### src/rtl/rsl_pkg.sv
// constants and carrier types for the reset strap latch
// assumes one 20 MHz clock and a synchronous active-high core reset
//
// Function
// RULE1: capture strap levels when chip reset releases
// RULE2: chip reset clears every internal module; straps, pullups, clock test and scan steering are not cleared here
// RULE3: expander pullup strap drives sixteen pullup enables
// RULE4: remap replaces lpc address bits twenty..seventeen
// RULE5: remap disable strap high keeps default mapping
// RULE6: map register bit five shows inverted disable
// RULE7: boot enable copied to flash and id bits
// RULE8: boot enable strap gates host bios access
// RULE9: clock test strap selects clock test mode
// RULE10: pll test strap reroutes scan outputs
// RULE11: drive host reset request low for reset
// RULE12: sci output low while event outstanding
// RULE13: latched values hold until next release
// RULE14: shared pins return to normal after release
package rsl_pkg;
    // ------------------------------------------------------------
    // widths and field positions
    // ------------------------------------------------------------
    localparam int RSL_ADDR_W = 24;        // lpc address width
    localparam int RSL_REMAP_HI = 20;      // top remapped address bit
    localparam int RSL_REMAP_LO = 17;      // bottom remapped address bit
    localparam int RSL_REMAP_W = 4;        // remap field width
    localparam int RSL_XCS_N = 16;         // expander chip selects
    localparam int RSL_SCAN_N = 16;        // scan lines 0..15
    localparam int RSL_CSM_BIT = 5;        // map register remap bit
    localparam int RSL_FWH_BIT = 4;        // hub id register boot bit
    localparam int RSL_FEN_W = 4;          // flash enable boot bits 3..0
    localparam int RSL_REG_W = 8;          // register byte width
    localparam logic [7:0] RSL_REG_ZERO = 8'h00;  // reset register value
    localparam logic [3:0] RSL_REMAP_RST = 4'h0;  // remap register reset
    localparam int RSL_SYNC_N = 2;         // reset pin sampling depth

    // latched strap set
    typedef struct packed {
        logic expander_pullup;
        logic remap_disable;
        logic boot_memory_enable;
        logic clock_test;
        logic pll_test;
    } rsl_strap_t;

    localparam rsl_strap_t RSL_STRAP_RST = '0;   // values loaded by system reset
endpackage

### src/rtl/rsl_reset_strap_latch.sv
// strap latch: catches straps on chip reset release, fans them out
// assumes strap pins are stable at release; i_rst is the system reset
`timescale 1ns/100ps
`default_nettype none
module rsl_reset_strap_latch
    import rsl_pkg::*;
#(
    parameter int ADDR_W = RSL_ADDR_W
) (
    input wire logic i_ref_clk,
    input wire logic i_rst,
    input wire logic i_chip_reset_in_n,          // global reset pin
    input wire rsl_strap_t i_strap_pins,         // shared strap pin levels
    input wire logic [ADDR_W-1:0] i_lpc_addr,    // lpc memory address
    input wire logic [RSL_REMAP_W-1:0] i_remap_address_reg,
    input wire logic i_remap_wr,                 // remap register write
    input wire logic i_host_bios_req,            // host bios cycle request
    input wire logic [RSL_SCAN_N-1:0] i_scan_normal,
    input wire logic i_scan_16_normal,
    input wire logic [RSL_SCAN_N-1:0] i_pll_data,
    input wire logic i_por,                      // internal power-on reset
    input wire logic i_host_reset_req,           // ask for system reset
    input wire logic i_sci_pending,              // sci event outstanding
    output logic o_in_reset,                     // chip held in reset
    output rsl_strap_t o_strap,                  // latched values
    output logic [RSL_XCS_N-1:0] o_expander_pullup_en,
    output logic [ADDR_W-1:0] o_xbus_addr,
    output logic [RSL_REG_W-1:0] o_lpc_chip_select_map_reg,
    output logic [RSL_REG_W-1:0] o_lpc_flash_enable_reg,
    output logic [RSL_REG_W-1:0] o_firmware_hub_id_reg,
    output logic o_host_bios_grant,
    output logic o_clock_test_mode,
    output logic [RSL_SCAN_N-1:0] o_scan_output_lines,
    output logic o_scan_output_16,
    output logic o_host_reset_request_n,
    output logic o_sci_event_out_n,
    output logic o_pins_released                 // shared pins in normal role
);
    // ------------------------------------------------------------
    // reset pin sampling and release detect
    // ------------------------------------------------------------
    logic rst_pin_s;          // synchronised reset pin
    logic rst_pin_d;          // previous sample for the edge
    logic chip_rst;           // internal chip reset, high while held
    logic release_evt;        // one cycle at rising edge of pin
    logic [RSL_REMAP_W-1:0] remap_q;   // remap register copy

    rsl_sync #(
        .STAGES(RSL_SYNC_N)
    ) u_sync (
        .i_ref_clk(i_ref_clk),
        .i_d(i_chip_reset_in_n),
        .o_q(rst_pin_s)
    );

    // edge memory; system reset parks it low so a high pin releases
    always_ff @(posedge i_ref_clk) begin
        if (i_rst) begin
            rst_pin_d <= 1'b0;
        end else begin
            rst_pin_d <= rst_pin_s;
        end
    end

    assign release_evt = rst_pin_s & ~rst_pin_d;   // see RULE1
    assign chip_rst = i_rst | ~rst_pin_s;          // see RULE2

    // ------------------------------------------------------------
    // strap capture
    // ------------------------------------------------------------
    // latch only at release; pins are then free, value held
    always_ff @(posedge i_ref_clk) begin
        if (i_rst) begin
            o_strap <= RSL_STRAP_RST;
        end else if (release_evt) begin
            o_strap <= i_strap_pins;   // see RULE1
        end
        // otherwise hold whatever the pins do afterwards, see RULE13 RULE14
    end

    // pins show strap role until release, then normal role
    always_ff @(posedge i_ref_clk) begin
        if (chip_rst) begin
            o_pins_released <= 1'b0;
        end else begin
            o_pins_released <= 1'b1;   // see RULE14
        end
        o_in_reset <= chip_rst;        // see RULE2
    end

    // ------------------------------------------------------------
    // remap register and address path
    // ------------------------------------------------------------
    // register cleared with the chip, loaded by firmware write
    always_ff @(posedge i_ref_clk) begin
        if (chip_rst) begin
            remap_q <= RSL_REMAP_RST;   // see RULE2
        end else if (i_remap_wr) begin
            remap_q <= i_remap_address_reg;
        end
    end

    // replace bits 20..17 only when remap is enabled (strap low)
    always_ff @(posedge i_ref_clk) begin
        if (chip_rst) begin
            o_xbus_addr <= '0;
        end else if (!o_strap.remap_disable) begin
            o_xbus_addr <= i_lpc_addr;
            o_xbus_addr[RSL_REMAP_HI:RSL_REMAP_LO] <= remap_q;   // see RULE4 RULE5
        end else begin
            o_xbus_addr <= i_lpc_addr;   // default mapping, see RULE5
        end
    end

    // ------------------------------------------------------------
    // register mirrors
    // ------------------------------------------------------------
    // other bits of these registers live elsewhere and read zero here
    always_ff @(posedge i_ref_clk) begin
        if (chip_rst) begin
            o_lpc_chip_select_map_reg <= RSL_REG_ZERO;
            o_lpc_flash_enable_reg <= RSL_REG_ZERO;
            o_firmware_hub_id_reg <= RSL_REG_ZERO;
        end else begin
            o_lpc_chip_select_map_reg <= RSL_REG_ZERO;
            o_lpc_chip_select_map_reg[RSL_CSM_BIT] <= ~o_strap.remap_disable;  // see RULE6
            o_lpc_flash_enable_reg <= RSL_REG_ZERO;
            o_lpc_flash_enable_reg[RSL_FEN_W-1:0] <=
                {RSL_FEN_W{o_strap.boot_memory_enable}};  // see RULE7
            o_firmware_hub_id_reg <= RSL_REG_ZERO;
            o_firmware_hub_id_reg[RSL_FWH_BIT] <= o_strap.boot_memory_enable;  // see RULE7
        end
    end

    // ------------------------------------------------------------
    // mode controls from the straps
    // ------------------------------------------------------------
    // pullups stay on during reset too, value from the last latch
    always_ff @(posedge i_ref_clk) begin
        o_expander_pullup_en <= {RSL_XCS_N{o_strap.expander_pullup}};   // see RULE3
        o_clock_test_mode <= o_strap.clock_test;                         // see RULE9
    end

    // host bios access gated by the boot strap
    always_ff @(posedge i_ref_clk) begin
        if (chip_rst) begin
            o_host_bios_grant <= 1'b0;
        end else begin
            o_host_bios_grant <= i_host_bios_req & o_strap.boot_memory_enable;  // see RULE8
        end
    end

    // scan output steering; test data replaces normal scan drive
    always_ff @(posedge i_ref_clk) begin
        if (o_strap.pll_test) begin
            o_scan_output_lines <= i_pll_data;   // see RULE10
            o_scan_output_16 <= i_por;           // see RULE10
        end else begin
            o_scan_output_lines <= i_scan_normal;
            o_scan_output_16 <= i_scan_16_normal;
        end
    end

    // ------------------------------------------------------------
    // host signalling
    // ------------------------------------------------------------
    // both outputs idle high while the chip is held in reset
    always_ff @(posedge i_ref_clk) begin
        if (chip_rst) begin
            o_host_reset_request_n <= 1'b1;
            o_sci_event_out_n <= 1'b1;
        end else begin
            o_host_reset_request_n <= ~i_host_reset_req;   // see RULE11
            o_sci_event_out_n <= ~i_sci_pending;           // see RULE12
        end
    end
endmodule
`default_nettype wire

### src/rtl/rsl_sync.sv
// two flip-flop level synchroniser for the chip reset pin
// assumes the pin is asynchronous to the reference clock
`timescale 1ns/100ps
`default_nettype none
module rsl_sync #(
    parameter int STAGES = 2
) (
    input wire logic i_ref_clk,
    input wire logic i_d,
    output logic o_q
);
    // ------------------------------------------------------------
    // shift chain
    // ------------------------------------------------------------
    logic [STAGES-1:0] chain;   // first stage feeds only the next
    // sample without reset so pin level passes even while held low
    always_ff @(posedge i_ref_clk) begin
        chain <= {chain[STAGES-2:0], i_d};
    end
    assign o_q = chain[STAGES-1];
endmodule
`default_nettype wire

### config.mk
export PLATFORM = sky130hd
export DESIGN_NAME = rsl_reset_strap_latch
export DESIGN_NICKNAME = d
export VERILOG_FILES = /design/src/rtl/rsl_pkg.sv /design/src/rtl/rsl_reset_strap_latch.sv /design/src/rtl/rsl_sync.sv
export SDC_FILE = /design/constraint.sdc
export NUM_CORES = 1
export LEC_CHECK = 0
export ABC_AREA = 1
export BUFFER_PORTS_ARGS = -buffer_cell sky130_fd_sc_hd__buf_2
export CAP_MARGIN = 30
export CORE_ASPECT_RATIO = 1.4
export CORE_UTILIZATION = 40
export CTS_CLUSTER_SIZE = 28
export DETAILED_ROUTE_END_ITERATION = 6
export PLACE_DENSITY_LB_ADDON = 0.1
export SLEW_MARGIN = 20
export SYNTH_ARGS = -nofsm -noshare
export SYNTH_HDL_FRONTEND = slang
export SYNTH_SLANG_ARGS = --single-unit
### constraint.sdc
create_clock -name i_ref_clk -period 1.3 [get_ports i_ref_clk]
set_input_delay 0.13 -clock i_ref_clk [delete_from_list [all_inputs] [get_ports i_ref_clk]]
set_output_delay 0.13 -clock i_ref_clk [all_outputs]
set_load 0.01 [all_outputs]
* Word level (Yosys, flattened, before mapping) *
Cells that the tools add are included.

word-level totals
  register bits = 81
  input bits = 74
  output and inout bits = 92

operators by class
  muxes and demuxes = 4
  bitwise logic cells = 8

operators by type and width
  cell                count
  two-way mux 21 bit  1
  two-way mux 16 bit  1
  NOT 1 bit           5
  AND 1 bit           2
  two-way mux 1 bit   2
  bitwise OR 1 bit    1

* Logic depth before layout (Yosys ltp) *
  depth in word-level cells = 3
  gate-level depth with buffers = 5

* Cells and area by module *
A second synthesis with hierarchy kept.

second synthesis, totals
  cells, all modules = 263
  area, all modules = 2227.1 µm²

modules (own cells, without submodules)
  module                 cells each  seq. area each (µm²)  times used  area each (µm²)
  rsl_reset_strap_latch  261         1201.2                1           2187.1
  rsl_sync               2           40.0                  1           40.0

* Worst setup path before layout *
Ideal clock, no wire load.

  path type = reg-to-reg
  from = register o_strap[0] (netlist bit)
  to = register o_scan_output_lines[10]
  stages on the path, launching flop included = 5
  library setup time = 0.074 ns
  data required time = 1.226 ns
  path slack = 0.324 ns
  clock period less this slack = 0.976 ns
  arrival = 0.902 ns
  path through = dfxtp_1 buf_2 clkbuf_1 nand2_1 o21ai_0

between the ends
  cells in the longest elaborated chain, start to end = 1

RTL lines
  item                    line                          source
  from (decl)             rsl_reset_strap_latch.sv:25   output rsl_strap_t o_strap,
  from (signal assigned)  rsl_reset_strap_latch.sv:76   o_strap <= i_strap_pins;
  two-way mux 16 bit      rsl_reset_strap_latch.sv:155  if (o_strap.pll_test) begin
  to (signal assigned)    rsl_reset_strap_latch.sv:156  o_scan_output_lines <= i_pll_data;
  to (signal assigned)    rsl_reset_strap_latch.sv:159  o_scan_output_lines <= i_scan_normal;
  to (decl)               rsl_reset_strap_latch.sv:33   output logic [RSL_SCAN_N-1:0] o_scan_output_lines,

Every way passes these cells.
A chain may end at the register's enable or synchronous reset.

* Worst setup path in the final report *
  from = input i_rst
  to = register remap_q[3]

between the ends
  cells in the longest elaborated chain, start to end = 1

RTL lines
  item                  line                         source
  from (decl)           rsl_reset_strap_latch.sv:11  input wire logic i_rst,
  bitwise OR 1 bit      rsl_reset_strap_latch.sv:66  assign chip_rst = i_rst | ~rst_pin_s;
  to (signal assigned)  rsl_reset_strap_latch.sv:99  remap_q <= i_remap_address_reg;
  to (decl)             rsl_reset_strap_latch.sv:46  logic [RSL_REMAP_W-1:0] remap_q;

Every way passes these cells.

==> impl_metrics.env <==
export IMPL_outcome="completed"
export IMPL_synthFlopType="dfxtp_1"
export IMPL_clkPwrFrac_pct=41.0
export IMPL_p_int_w=0.00339
export IMPL_vias=1963
export IMPL_yosysMostFrequentCell="dfxtp_1"
export IMPL_core_area_um2=5280
export IMPL_worst_ir_drop_vdd_uv=1010
export IMPL_drtPass1Iterations=4
export IMPL_yosysUniqueCellTypes=15
export IMPL_ys_seq_elements=62
export IMPL_die_w_um=65.1
export IMPL_finalHoldViolCount=0
export IMPL_r2r_end="remap_q[3]"
export IMPL_syn2layout_area_growth_pct=49.6
export IMPL_dieArea_um2=5870
export IMPL_fmax_mhz=857
export IMPL_syn_area_per_cell_um2=8.47
export IMPL_drt_wirelength_per_cell_um=10.0
export IMPL_rows=31
export IMPL_fin_crit_ns=1.17
export IMPL_grt_pass1_vias=1750
export IMPL_slew_headroom_pct=61.1
export IMPL_tritoncts="built"
export IMPL_cp_required_ns=1.49
export IMPL_cts_buffers=9
export IMPL_synth_largest_area_cell="dfxtp_1"
export IMPL_gp_congestion=0.760
export IMPL_end_kind="register"
export IMPL_async_flop_share_pct=0
export IMPL_finalPower_w=0.00449
export IMPL_num_io_pins=166
export IMPL_nNetsFinal=500
export IMPL_tightestPinTransition_ns=0.582
export IMPL_grt_overflow=0
export IMPL_maxCapViolations=0
export IMPL_clkTransAtPathRegs_ns=0.07
export IMPL_cts_htree_levels=3
export IMPL_grt_first_pass_wirelength_um=7510
export IMPL_drt_initial_drc_count=52
export IMPL_cts_root_buf="clkbuf_8"
export IMPL_rsz0062_at_grt="no"
export IMPL_r2r_start="u_sync.chain[1]"
export IMPL_track_usage_pct=17.1
export IMPL_critPathKind="input pin to register"
export IMPL_dpl_hpwl_um=3560
export IMPL_detail_route_antenna_nets=0
export IMPL_setup_violations=0
export IMPL_fin_crit_sh_pct=89.8
export IMPL_synth_edff_count=0
export IMPL_p_leak_nw=1.88
export IMPL_clkSinkCount=62
export IMPL_start_util_pct=42.2
export IMPL_synth_area_leaders="dfxtp_1 (56%), buf_4 (12%), inv_1 (7.9%), nand2_1 (6.9%), nor2_1 (5.9%)"
export IMPL_r2r_setup_slack_ns=0.21
export IMPL_power_density_nw_per_um2=1350
export IMPL_ys_warn_count=0
export IMPL_die_h_um=90.3
export IMPL_clock_latency_ns=0.33
export IMPL_synth_top_area_share_pct=55.7
export IMPL_diodes=0
export IMPL_power_switching_w=0.00110
export IMPL_ys_top_cells_by_count="dfxtp_1 (62), inv_1 (47), nand2_1 (41), buf_4 (37), nor2_1 (35)"
export IMPL_grt_max_degree=36
export IMPL_drt_wl_total_um=4980
export IMPL_finalMaxSlewViolations=0
export IMPL_endpoint="remap_q[3]"
export IMPL_largest_register="o_xbus_addr"
export IMPL_syn_cell_area_um2=2230
export IMPL_finalInstanceArea_um2=3330
export IMPL_setup_tns_ns=0
export IMPL_power_frac_comb_pct=13.2
export IMPL_io_buffers=147
export IMPL_dpl_cell_area_um2=2810
export IMPL_antenna_found_initial=0
export IMPL_vias_per_cell=3.95
export IMPL_clockBufferDepth=2
export IMPL_min_path_type="input pin to register"
export IMPL_synth_seq_area_share_pct=55.7
export IMPL_reg_top3="o_xbus_addr (24), o_scan_output_lines (16), o_strap (5)"
export IMPL_pwr_share_seq_pct=45.8
export IMPL_critPathLaunch="i_rst"
export IMPL_netSwitchingFraction_pct=24.5
export IMPL_startpoint_type="input pin"
export IMPL_drive_gt1_share_pct=40.6
export IMPL_route_detailed_drc=0
export IMPL_clock_skew_ns=0.0102
export IMPL_synthCells=263
export IMPL_largest_reg_flops=24
export IMPL_reg2regPathDepth=4
export IMPL_cp_max_fo=32
export IMPL_cp_data_arrival_time_ns=1.36
## metrics by stage
step                      setup slack [ns]  hold slack (ns)  util [%]  std cells
after CTS                           0.0759        0.0000646      63.1        497
final                                0.133           0.0103      63.1        497
after floorplan                      0.324            0.158         -        280
after global placement               0.235            0.233      53.2        451
after global routing                0.0160          0.00690      63.1        497
after detailed placement             0.206            0.237      53.2        451
## what timing repair did
item | in CTS | in global routing
hold buffers | 30 | 0
hold endpoints to repair | 30 | 0
resized for setup | 0 | 1
buffers inserted | 0 | 0
setup endpoints to repair | 0 | 8
## worst min-delay path by stage
stage,from,cells past startpoint,to,slack (ns)
6_report,i_pll_data[8],3,o_scan_output_lines[8],0.01
5_1_grt,i_lpc_addr[10],3,o_xbus_addr[10],0.007
4_1_cts,i_pll_data[8],3,o_scan_output_lines[8],0.00006
3_5_place_dp,i_chip_reset_in_n,1,u_sync.chain[0],0.24
3_3_place_gp,i_chip_reset_in_n,1,u_sync.chain[0],0.23
2_1_floorplan,i_chip_reset_in_n,0,u_sync.chain[0],0.16
## cell usage in the layout (no fill, tap or decap)
cell type	instances
buf_2	147
dfxtp_1	61
inv_1	47
nand2_1	41
nor2_1	35
dlygate4sd3_1	30
conb_1	18
o21ai_0	17
clkbuf_8	9
a21oi_2	6
nand3_1	5
inv_2	2
a21oi_1	2
clkinvlp_4	2
bufinv_16	2
nor2_4	1
inv_6	1
clkinv_4	1
clkinv_2	1
dfxtp_2	1
buf_4	1
buf_12	1
## area by class of cell
| class | instances | area (µm²) |
|---|---|---|
| fillers | 499 | 1940 |
| flip-flops and latches | 62 | 1240 |
| repair buffers | 179 | 1060 |
| multi-input cells | 125 | 537 |
| inverters | 49 | 184 |
| clock buffers | 9 | 124 |
| clock inverters | 7 | 97.6 |
| well taps | 66 | 82.6 |
## power by group through the flow
stage / clock network (W) / registers (W) / logic [W]
after floorplan: 0 / 0.00216 / 0.000284
after detailed placement: 0 / 0.00210 / 0.000523
final: 0.00184 / 0.00206 / 0.000592
after global placement: 0 / 0.00210 / 0.000520
after global routing: 0.00196 / 0.00207 / 0.000659
after CTS: 0.00188 / 0.00206 / 0.000596
## critical path, cell delays in order
cell           delay, ns
dlygate4sd3_1       0.52
buf_2               0.14
nor2_4              0.05
inv_2               0.43
a21oi_1             0.08
## kinds of logic after synthesis
kind of cell / share of synthesized area (%)
AOI/OAI and AO/OA: 6.63
buffers and inverters: 23.0
DFF: 55.7
other: 0.168
and+or+nand+nor: 14.4
## per-layer routing
metal  track usage, %  vias up  share of wire [%]
met5                0        -                  0
met4             10.5        0                2.4
met3             3.79       10                7.1
met2             31.6       96                 53
met1             16.4      819                 37
li1                 -     1038                  -
(Power assumes the default switching activity.)
